[src/core/swe_cfg_pkg.sv]
package swe_cfg_pkg;
    // bus geometry
    localparam int DATA_W = 32;
    localparam int N_PORTS = 3;
    // register indexes, byte address is four times the index
    localparam logic [13:0] IDX_GLOBAL_INGRESS = 14'h1840;
    localparam logic [13:0] IDX_PORT_INGRESS   = 14'h1841;
    localparam logic [13:0] IDX_ADMIT_TAGGED   = 14'h1842;
    localparam logic [13:0] IDX_STP_STATE      = 14'h1843;
    localparam logic [13:0] IDX_PRI_QUEUE      = 14'h1845;
    localparam logic [13:0] IDX_MIRROR         = 14'h1846;
    localparam logic [13:0] IDX_TAG_DEST       = 14'h1847;
    localparam logic [13:0] IDX_IRQ_STATUS     = 14'h1880;
    localparam logic [13:0] IDX_IRQ_MASK       = 14'h1881;
    // writable bit masks, every other bit reads zero
    localparam logic [31:0] MASK_GLOBAL  = 32'h0000_0001;
    localparam logic [31:0] MASK_PORT    = 32'h0000_003F;
    localparam logic [31:0] MASK_ADMIT   = 32'h0000_0007;
    localparam logic [31:0] MASK_STP     = 32'h0000_003F;
    localparam logic [31:0] MASK_PRIQ    = 32'h0000_FFFF;
    localparam logic [31:0] MASK_MIRROR  = 32'h0000_01FF;
    localparam logic [31:0] MASK_TAGDEST = 32'h0000_003F;
    localparam logic [31:0] MASK_IRQ     = 32'h0000_0007;
    // reset values
    localparam logic [31:0] RST_ZERO = 32'h0000_0000;
    localparam logic [31:0] RST_PORT = 32'h0000_0038;
    localparam logic [31:0] RST_PRIQ = 32'h0000_FA41;
    // field positions
    localparam int VLAN_EN_BIT   = 0;
    localparam int LEARN_LSB     = 3;
    localparam int MIR_TX_BIT    = 0;
    localparam int MIR_RX_BIT    = 1;
    localparam int MIR_PORT_LSB  = 2;
    localparam int MIR_SNIFF_LSB = 5;
    localparam int MIR_FILT_BIT  = 8;
    localparam int IRQ_DROP      = 0;
    localparam int IRQ_RX_MIR    = 1;
    localparam int IRQ_TX_MIR    = 2;
    localparam int IRQ_W         = 3;
    // spanning tree codes and the tag-destination code
    localparam logic [1:0] STP_FORWARD = 2'h0;
    localparam logic [1:0] STP_BLOCK   = 2'h1;
    localparam logic [1:0] STP_LEARN   = 2'h2;
    localparam logic [1:0] STP_LISTEN  = 2'h3;
    localparam logic [1:0] TAG_DEST_ON = 2'h3;
    // bus slave states
    typedef enum logic [0:0] {
        BUS_IDLE = 1'h0,
        BUS_ACK  = 1'h1
    } bus_state_t;
    // two-bit field i of a packed word
    function automatic logic [1:0] field2(input logic [31:0] v, input logic [2:0] i);
        return v[{i, 1'b0} +: 2];
    endfunction
endpackage

[src/core/event_sticky.sv]
`timescale 1ns/1ps
module event_sticky
    import swe_cfg_pkg::*;
#(
    parameter int W = IRQ_W
) (
    // clock and reset
    input  wire logic         clk_i,
    input  wire logic         rst_i,
    // events, clear and mask
    input  wire logic [W-1:0] event_i,
    input  wire logic [W-1:0] clear_i,
    input  wire logic [W-1:0] mask_i,
    // state
    output logic      [W-1:0] status_o,
    output logic              irq_o
);
    typedef struct packed {
        logic [W-1:0] status;
        logic         irq;
    } sticky_state_t;
    sticky_state_t cur;
    sticky_state_t next_cur;
    // a set in the same cycle as its clear wins, so no event is lost
    always_comb begin
        next_cur.status = (cur.status & ~clear_i) | event_i;
        next_cur.irq    = |(next_cur.status & mask_i);
    end
    // register the state
    always_ff @(posedge clk_i) begin
        if (rst_i) begin
            cur <= '0;
        end else begin
            cur <= next_cur;
        end
    end
    assign status_o = cur.status;
    assign irq_o    = cur.irq;
endmodule

[src/core/ingress_verdict.sv]
`timescale 1ns/1ps
module ingress_verdict
    import swe_cfg_pkg::*;
(
    // frame attributes
    input  wire logic [1:0] port_i,
    input  wire logic       tagged_i,
    input  wire logic       prio_tagged_i,
    input  wire logic       rule_drop_i,
    // configuration
    input  wire logic       vlan_en_i,
    input  wire logic [2:0] admit_i,
    input  wire logic [5:0] stp_i,
    input  wire logic [2:0] learn_en_i,
    input  wire logic [8:0] mirror_i,
    input  wire logic [5:0] tag_dest_i,
    // verdict
    output logic            discard_o,
    output logic            mirror_o,
    output logic            learn_o,
    output logic            tag_dest_o
);
    logic       port_ok;   // port index 3 names no port
    logic [1:0] st;        // spanning tree state of the port
    logic       untag_drop;
    always_comb begin
        port_ok    = (port_i != 2'h3);
        st         = port_ok ? field2({26'h0, stp_i}, {1'b0, port_i}) : STP_BLOCK;
        // untagged or priority-only tagged frames, gated by vlan enable
        untag_drop = vlan_en_i && port_ok && admit_i[port_i]
                     && (!tagged_i || prio_tagged_i);
        // anything but forwarding passes no data
        discard_o  = !port_ok || untag_drop || rule_drop_i || (st != STP_FORWARD);
        learn_o    = port_ok && learn_en_i[port_i]
                     && (st == STP_FORWARD || st == STP_LEARN);
        // filtered frames are mirrored only with the filtered option
        mirror_o   = port_ok && mirror_i[MIR_RX_BIT] && mirror_i[MIR_PORT_LSB + port_i]
                     && (!discard_o || mirror_i[MIR_FILT_BIT]);
        tag_dest_o = port_ok
                     && (field2({26'h0, tag_dest_i}, {1'b0, port_i}) == TAG_DEST_ON);
    end
endmodule

[src/core/switch_ingress_mirror_config.sv]
// Function
// - drop untagged or priority-tagged frames on flagged ports
// - tagged-only filter works only with vlan enabled
// - two-bit spanning tree state per port
// - egress queue from two-bit class per priority
// - class table resets to 01,00,00,01,10,10,11,11
// - rx mirroring copies mirrored-port receives to sniffer
// - tx mirroring copies mirrored-port transmits to sniffer
// - mirrored ports form a free three-bit bitmap
// - filtered frames mirrored only with filtered option
// - mirrored filtered frames still count and interrupt
// - ingress type 11b enables tag-chosen destination
// - learn only when enabled and forwarding or learning
// - global vlan bit enables the tagged-only filter and tag priority; rule drops apply always
//
// Decided for this implementation: register access over Wishbone.
`timescale 1ns/1ps
module switch_ingress_mirror_config
    import swe_cfg_pkg::*;
#(
    parameter int ADDR_W = 16,
    parameter int PORTS  = N_PORTS
) (
    // clock and reset
    input  wire logic              clk_i,
    input  wire logic              rst_i,
    // wishbone classic slave
    input  wire logic              cyc_i,
    input  wire logic              stb_i,
    input  wire logic              we_i,
    input  wire logic [ADDR_W-1:0] adr_i,
    input  wire logic [3:0]        sel_i,
    input  wire logic [31:0]       dat_i,
    output logic      [31:0]       dat_o,
    output logic                   ack_o,
    // received frame, one-cycle strobe with attributes
    input  wire logic              rx_valid_i,
    input  wire logic [1:0]        rx_port_i,
    input  wire logic              rx_tagged_i,
    input  wire logic              rx_prio_tagged_i,
    input  wire logic              rx_rule_drop_i,
    input  wire logic [2:0]        rx_tag_priority_i,
    input  wire logic [2:0]        rx_default_priority_i,
    // transmitted frame, one-cycle strobe
    input  wire logic              tx_valid_i,
    input  wire logic [1:0]        tx_port_i,
    // receive verdict, valid one cycle after the strobe
    output logic                   rx_done_o,
    output logic                   rx_discard_o,
    output logic                   rx_mirror_o,
    output logic [2:0]             rx_sniffer_o,
    output logic [1:0]             rx_queue_o,
    output logic                   rx_learn_o,
    output logic                   rx_tag_dest_o,
    output logic [2:0]             filtered_inc_o,
    // transmit mirror copy
    output logic                   tx_mirror_o,
    output logic [2:0]             tx_sniffer_o,
    // interrupt
    output logic                   irq_o
);
    // the logic is written for three ports and word indexes of 14 bits
    if (PORTS != 3 || ADDR_W < 16) begin : g_bad_param
        $error("switch config needs three ports and a 16-bit byte address");
    end

    // all state of the block but the sticky interrupt status
    typedef struct packed {
        bus_state_t  bus;
        logic        ack;
        logic [31:0] rdat;
        logic [31:0] global_ingress_config;
        logic [31:0] per_port_ingress_config;
        logic [31:0] admit_tagged_only;
        logic [31:0] spanning_tree_state;
        logic [31:0] priority_queue_map;
        logic [31:0] mirroring_control;
        logic [31:0] ingress_tag_destination_type;
        logic [31:0] irq_mask;
        logic        rx_done;
        logic        rx_discard;
        logic        rx_mirror;
        logic [2:0]  rx_sniffer;
        logic [1:0]  rx_queue;
        logic        rx_learn;
        logic        rx_tag_dest;
        logic [2:0]  filtered_inc;
        logic        tx_mirror;
        logic [2:0]  tx_sniffer;
    } cfg_state_t;

    cfg_state_t cur;       // registered state
    cfg_state_t next_cur;  // next state

    // byte-lane merge of a write into a register, reserved bits held at zero
    function automatic logic [31:0] wb_merge(
        input logic [31:0] old,
        input logic [31:0] wdat,
        input logic [3:0]  sel,
        input logic [31:0] mask
    );
        logic [31:0] res;
        res = old;
        for (int b = 0; b < 4; b++) begin
            if (sel[b]) begin
                res[8*b +: 8] = wdat[8*b +: 8];
            end
        end
        return res & mask;
    endfunction

    // decoded bus request
    logic [13:0]      idx;        // word index of the access
    logic             take;       // a new request is accepted this cycle
    logic             wr;         // accepted request is a write
    // verdict of the received frame
    logic             v_discard;
    logic             v_mirror;
    logic             v_learn;
    logic             v_tag_dest;
    logic [2:0]       v_prio;     // priority used to pick the queue
    // interrupt wiring
    logic [IRQ_W-1:0] irq_event;
    logic [IRQ_W-1:0] irq_clear;
    logic [IRQ_W-1:0] irq_status;
    logic             irq_line;
    logic             tx_port_ok;

    // the word index drops the two byte bits of the address
    assign idx  = adr_i[15:2];
    // accept only from idle, so a held request is served once
    assign take = cyc_i && stb_i && (cur.bus == BUS_IDLE);
    assign wr   = take && we_i;

    // per-frame decision on the current configuration
    ingress_verdict u_verdict (
        .port_i        (rx_port_i),
        .tagged_i      (rx_tagged_i),
        .prio_tagged_i (rx_prio_tagged_i),
        .rule_drop_i   (rx_rule_drop_i),
        .vlan_en_i     (cur.global_ingress_config[VLAN_EN_BIT]),
        .admit_i       (cur.admit_tagged_only[2:0]),
        .stp_i         (cur.spanning_tree_state[5:0]),
        .learn_en_i    (cur.per_port_ingress_config[LEARN_LSB +: 3]),
        .mirror_i      (cur.mirroring_control[8:0]),
        .tag_dest_i    (cur.ingress_tag_destination_type[5:0]),
        .discard_o     (v_discard),
        .mirror_o      (v_mirror),
        .learn_o       (v_learn),
        .tag_dest_o    (v_tag_dest)
    );

    // events for the sticky status
    always_comb begin
        tx_port_ok = (tx_port_i != 2'h3);
        irq_event = '0;
        // a dropped frame interrupts even when it is mirrored
        irq_event[IRQ_DROP]   = rx_valid_i && v_discard;
        irq_event[IRQ_RX_MIR] = rx_valid_i && v_mirror;
        irq_event[IRQ_TX_MIR] = tx_valid_i && tx_port_ok
                                && cur.mirroring_control[MIR_TX_BIT]
                                && cur.mirroring_control[MIR_PORT_LSB + tx_port_i];
        // write one to clear, only on an accepted status write
        irq_clear = '0;
        if (wr && idx == IDX_IRQ_STATUS) begin
            irq_clear = IRQ_W'(wb_merge(RST_ZERO, dat_i, sel_i, MASK_IRQ));
        end
    end

    // sticky status, mask gating and the interrupt flop
    event_sticky #(
        .W (IRQ_W)
    ) u_sticky (
        .clk_i    (clk_i),
        .rst_i    (rst_i),
        .event_i  (irq_event),
        .clear_i  (irq_clear),
        .mask_i   (cur.irq_mask[IRQ_W-1:0]),
        .status_o (irq_status),
        .irq_o    (irq_line)
    );

    // next state: bus slave, register writes and the frame verdicts
    always_comb begin
        next_cur = cur;

        // bus handshake: ack one cycle after accept, dropped the cycle after
        case (cur.bus)
            BUS_IDLE: begin
                next_cur.ack = 1'b0;
                if (take) begin
                    next_cur.bus = BUS_ACK;
                    next_cur.ack = 1'b1;
                end
            end
            BUS_ACK: begin
                next_cur.bus = BUS_IDLE;
                next_cur.ack = 1'b0;
            end
            default: begin
                next_cur.bus = BUS_IDLE;
                next_cur.ack = 1'b0;
            end
        endcase

        // read data, unmapped words read zero
        if (take) begin
            if (idx == IDX_GLOBAL_INGRESS) begin
                next_cur.rdat = cur.global_ingress_config;
            end else if (idx == IDX_PORT_INGRESS) begin
                next_cur.rdat = cur.per_port_ingress_config;
            end else if (idx == IDX_ADMIT_TAGGED) begin
                next_cur.rdat = cur.admit_tagged_only;
            end else if (idx == IDX_STP_STATE) begin
                next_cur.rdat = cur.spanning_tree_state;
            end else if (idx == IDX_PRI_QUEUE) begin
                next_cur.rdat = cur.priority_queue_map;
            end else if (idx == IDX_MIRROR) begin
                next_cur.rdat = cur.mirroring_control;
            end else if (idx == IDX_TAG_DEST) begin
                next_cur.rdat = cur.ingress_tag_destination_type;
            end else if (idx == IDX_IRQ_STATUS) begin
                next_cur.rdat = {29'h0, irq_status};
            end else if (idx == IDX_IRQ_MASK) begin
                next_cur.rdat = cur.irq_mask;
            end else begin
                next_cur.rdat = RST_ZERO;
            end
        end

        // register writes, masked so reserved bits stay zero
        if (wr) begin
            if (idx == IDX_GLOBAL_INGRESS) begin
                next_cur.global_ingress_config =
                    wb_merge(cur.global_ingress_config, dat_i, sel_i, MASK_GLOBAL);
            end else if (idx == IDX_PORT_INGRESS) begin
                next_cur.per_port_ingress_config =
                    wb_merge(cur.per_port_ingress_config, dat_i, sel_i, MASK_PORT);
            end else if (idx == IDX_ADMIT_TAGGED) begin
                next_cur.admit_tagged_only =
                    wb_merge(cur.admit_tagged_only, dat_i, sel_i, MASK_ADMIT);
            end else if (idx == IDX_STP_STATE) begin
                // host port 0 is left forwarding by software, not forced here
                next_cur.spanning_tree_state =
                    wb_merge(cur.spanning_tree_state, dat_i, sel_i, MASK_STP);
            end else if (idx == IDX_PRI_QUEUE) begin
                next_cur.priority_queue_map =
                    wb_merge(cur.priority_queue_map, dat_i, sel_i, MASK_PRIQ);
            end else if (idx == IDX_MIRROR) begin
                // several mirrored ports may be set at once
                next_cur.mirroring_control =
                    wb_merge(cur.mirroring_control, dat_i, sel_i, MASK_MIRROR);
            end else if (idx == IDX_TAG_DEST) begin
                next_cur.ingress_tag_destination_type =
                    wb_merge(cur.ingress_tag_destination_type, dat_i, sel_i, MASK_TAGDEST);
            end else if (idx == IDX_IRQ_MASK) begin
                next_cur.irq_mask = wb_merge(cur.irq_mask, dat_i, sel_i, MASK_IRQ);
            end
        end

        // the tag priority counts only with vlans enabled on a tagged frame
        if (cur.global_ingress_config[VLAN_EN_BIT] && rx_tagged_i) begin
            v_prio = rx_tag_priority_i;
        end else begin
            v_prio = rx_default_priority_i;
        end

        // receive verdict, all outputs are one-cycle pulses or held values
        next_cur.rx_done      = rx_valid_i;
        next_cur.rx_discard   = rx_valid_i && v_discard;
        next_cur.rx_mirror    = rx_valid_i && v_mirror;
        // the sniffer bitmap is passed as programmed, one port is expected
        next_cur.rx_sniffer   = cur.mirroring_control[MIR_SNIFF_LSB +: 3];
        next_cur.rx_learn     = rx_valid_i && v_learn;
        next_cur.rx_tag_dest  = rx_valid_i && v_tag_dest;
        next_cur.filtered_inc = 3'h0;
        if (rx_valid_i) begin
            next_cur.rx_queue = field2(cur.priority_queue_map, v_prio);
            // filtered frames count even when they also go to the sniffer
            if (v_discard && rx_port_i != 2'h3) begin
                next_cur.filtered_inc[rx_port_i] = 1'b1;
            end
        end

        // transmit mirroring copies to the sniffer
        next_cur.tx_mirror  = irq_event[IRQ_TX_MIR];
        next_cur.tx_sniffer = cur.mirroring_control[MIR_SNIFF_LSB +: 3];
    end

    // register all state; configuration takes its reset values here
    always_ff @(posedge clk_i) begin
        if (rst_i) begin
            cur                              <= '0;
            cur.bus                          <= BUS_IDLE;
            cur.per_port_ingress_config      <= RST_PORT;
            cur.priority_queue_map           <= RST_PRIQ;
            cur.global_ingress_config        <= RST_ZERO;
            cur.admit_tagged_only            <= RST_ZERO;
            cur.spanning_tree_state          <= RST_ZERO;
            cur.mirroring_control            <= RST_ZERO;
            cur.ingress_tag_destination_type <= RST_ZERO;
            cur.irq_mask                     <= RST_ZERO;
        end else begin
            cur <= next_cur;
        end
    end

    // outputs straight from flops
    assign dat_o          = cur.rdat;
    assign ack_o          = cur.ack;
    assign rx_done_o      = cur.rx_done;
    assign rx_discard_o   = cur.rx_discard;
    assign rx_mirror_o    = cur.rx_mirror;
    assign rx_sniffer_o   = cur.rx_sniffer;
    assign rx_queue_o     = cur.rx_queue;
    assign rx_learn_o     = cur.rx_learn;
    assign rx_tag_dest_o  = cur.rx_tag_dest;
    assign filtered_inc_o = cur.filtered_inc;
    assign tx_mirror_o    = cur.tx_mirror;
    assign tx_sniffer_o   = cur.tx_sniffer;
    assign irq_o          = irq_line;
endmodule

[config.mk]
export PLATFORM = sky130hd
export DESIGN_NAME = switch_ingress_mirror_config
export DESIGN_NICKNAME = d
export VERILOG_FILES = /design/src/core/swe_cfg_pkg.sv /design/src/core/event_sticky.sv /design/src/core/ingress_verdict.sv /design/src/core/switch_ingress_mirror_config.sv
export SDC_FILE = /design/constraint.sdc
export NUM_CORES = 1
export LEC_CHECK = 0
export ABC_AREA = 1
export BUFFER_PORTS_ARGS = -buffer_cell sky130_fd_sc_hd__buf_2
export CAP_MARGIN = 20
export CORE_MARGIN = 1
export CORE_UTILIZATION = 53
export DETAILED_ROUTE_END_ITERATION = 16
export PLACE_DENSITY = 0.85
export SYNTH_ARGS = -nofsm -noshare
export SYNTH_HDL_FRONTEND = slang
export SYNTH_SLANG_ARGS = --single-unit
[constraint.sdc]
create_clock -name clk_i -period 2.5 [get_ports clk_i]
set_clock_uncertainty 0.15 [all_clocks]
set_input_delay 0.5 -clock clk_i [delete_from_list [all_inputs] [get_ports clk_i]]
set_output_delay 0.5 -clock clk_i [all_outputs]
set_load 0.05 [all_outputs]
==> impl_metrics.toml <==
[final_layout]
drive_gt1_share_pct = 23.9
antennaDiodeCount = 0
final_nets = 753
area_growth_pct = 10.8
post-route-util_pct = 60.9

[sta]
relSlewSlack_pct = 49.9
timing.fmax_ghz = 0.475
whs_ns = 0.176
setup_viol = 0
fin_tns_setup_ns = 0
rsz0062_at_grt = "false"
final_hold_viol_count = 0
maxSlewViolCount = 0
period_share_pct = 84.2
worstMarginPinSlew_ns = 0.749
period_needed_ns = 2.10

[global_routing]
grt_pass1_wl_mm = 17.7
gr-total-overflow = 0
antenna_found_initial = 0
first_global_vias = 3749
grt_usage_pct = 26.0
grt_max_degree = 45

[logic_synthesis]
synth_ff_type = "dfxtp_1"
syn_inst = 619
synth-edff-count = 0
synth_area_mm2 = 0.00452
avgSynthCellArea_um2 = 7.29
ys_types = 39
ys_warn_count = 0
ys_seq_area_share_pct = 37.7
ys_ff_latch = 85
synthArstFlopShare_pct = 0

[clock_network]
root_buffer = "clkbuf_8"
cts_tree = "done"
cts_setup_buffers = 0
ctsResizeCount = 0
clock_latency_ns = 0.36
cts_htree_levels = 3
path_clk_slew_ns = 0.09
numCtsBuffers = 9
cts_max_path_buffers = 2
hold_buffers = 0
cts_sinks = 85

[power_and_ir_drop]
power_density_mw_per_mm2 = 534
power.leakage_nw = 2.26
vdd.ir_drop.worst_v = 0.000329
p_total_mw = 2.67

[critical_path]
crit_path_end_kind = "flip-flop"
worstSetupPathType = "in -> reg"
worstSetupStartpointType = "primary input"
worstPathRequired_ns = 2.63
cp.arrival_ns = 2.24
worstPathMaxFanout = 15

[placement]
io_buffers = 86
dpl.hpwl_mm = 8.64
place_congestion = 0.986

[die]
rows = 33
io_pins = 123
die_w_um = 94.3
core_mm2 = 0.00822
die_h_um = 94.3
initial_core_util_pct = 55.0
fp.dieArea_mm2 = 0.00889

[route]
wl_per_cell_um = 14.1
drt_pass1_iterations = 5
ant_nets = 0
drt_iter0_drc = 254
drt_wl_total_mm = 11.2
via_per_inst = 5.37
routed-via-count = 4247
drc = 0

[min_path]
worstHoldPathType = "in -> reg"

[outcome]
status = "completed"

[flow_run]
max_cap_violations = 0
-- logic make-up (layout without fill, tap and decap cells) --
family	count (synthesis)	in the layout	share of synthesized area [%]
simple gates	262	262	28.8
compound gates	140	140	18.5
buf+inv	131	183	15.0
flops	85	85	37.7
other cells	1	16	0.0830
-- cells in the final DEF (no fill, tap or decap), types with 2 or more instances in the layout --
master,count
buf_4,9
conb_1,16
nand3_2,3
o21ai_0,41
dfxtp_1,85
nor2_4,5
o21ai_1,6
nor3_1,4
nor2_8,3
clkinvlp_4,2
inv_2,7
nor2_1,64
o211ai_1,12
nor3_4,2
nand2_2,4
a221oi_1,3
nand2_1,123
a211oi_1,7
nor2_2,10
inv_1,64
or2_2,2
nor4_1,3
nor3_2,5
nand3_1,24
o21a_1,3
a211oi_2,7
clkbuf_8,10
buf_2,86
nand4_1,6
nand3_4,3
o22ai_1,3
a21oi_1,54
-- final timing paths --
check	startpoint	endpoint	slack [ns]	depth (start not counted)
worst max-delay path	adr_i[14]	cur[84]	0.40	12
worst min register to register	cur[209]	cur[209]	0.30	2
worst min-delay path	dat_i[11]	cur[124]	0.18	3
worst max register to register	cur[306]	cur[53]	0.48	7
-- critical path, cell delays in order --
cell      delay (ns)
buf_2           0.10
inv_1           0.06
nor2_2          0.06
nand2_2         0.11
nor2_8          0.07
nand2_8         0.10
nor2_8          0.05
nor2_2          0.18
nand2_2         0.12
nor3_4          0.59
nor2_1          0.12
a211oi_2        0.17
-- cell usage after synthesis, drive strengths merged, types with 6 or more instances --
library cell  instances  area share [%]
inv                  71             5.9
o21ai                48             5.4
a211oi               14             3.1
a21oi                54             6.0
nand2               128              11
clkbuf                9            0.75
nand3                30             4.5
o211ai               12             2.0
nor3                 11             2.3
buf                  50             8.2
nand4                 6            0.83
nor2                 82             9.3
dfxtp                85              38
-- sequential cells by signal, summed over array words and instances, names as in the netlist, 2 cells and up --
name               cells
filtered_inc_o         3
rx_queue_o             2
tx_sniffer_o           3
cur                   51
u_sticky.status_o      3
dat_o                 16
-- layer usage --
metal	wire length [um]	part of all wire, %	global-route usage (%)	vias up
met3	864	7.7	5.18	27
met5	0	0	0	-
met1	4830	43	33.8	1940
met4	304	2.7	9.87	0
li1	-	-	-	2092
met2	5200	46	42.4	188
-- cell type report --
class / count / area, um2
Sequential cell: 85 / 1700
Timing Repair Buffer: 95 / 498
Clock buffer: 10 / 138
Multi-Input combinational cell: 418 / 2190
Tap cell: 105 / 131
Fill cell: 770 / 3210
Clock inverter: 6 / 70.1
Inverter: 72 / 270
-- stage by stage --
step | setup WS (ns) | cell area (um2) | cells
3_5_place_dp | 0.0529 | 4800 | 775
2_1_floorplan | 0.529 | 4570 | 634
5_1_grt | 0.206 | 5000 | 791
4_1_cts | 0.423 | 5000 | 791
3_3_place_gp | 0.154 | 4800 | 775
6_report | 0.396 | 5000 | 791
-- report_power, final --
group	total (mW)	switching [mW]	internal [mW]
clock network	1.01	0.516	0.496
registers	1.37	0.00363	1.36
logic	0.295	0.224	0.0715
total	2.67	0.743	1.93
(Power assumes the default switching activity.)
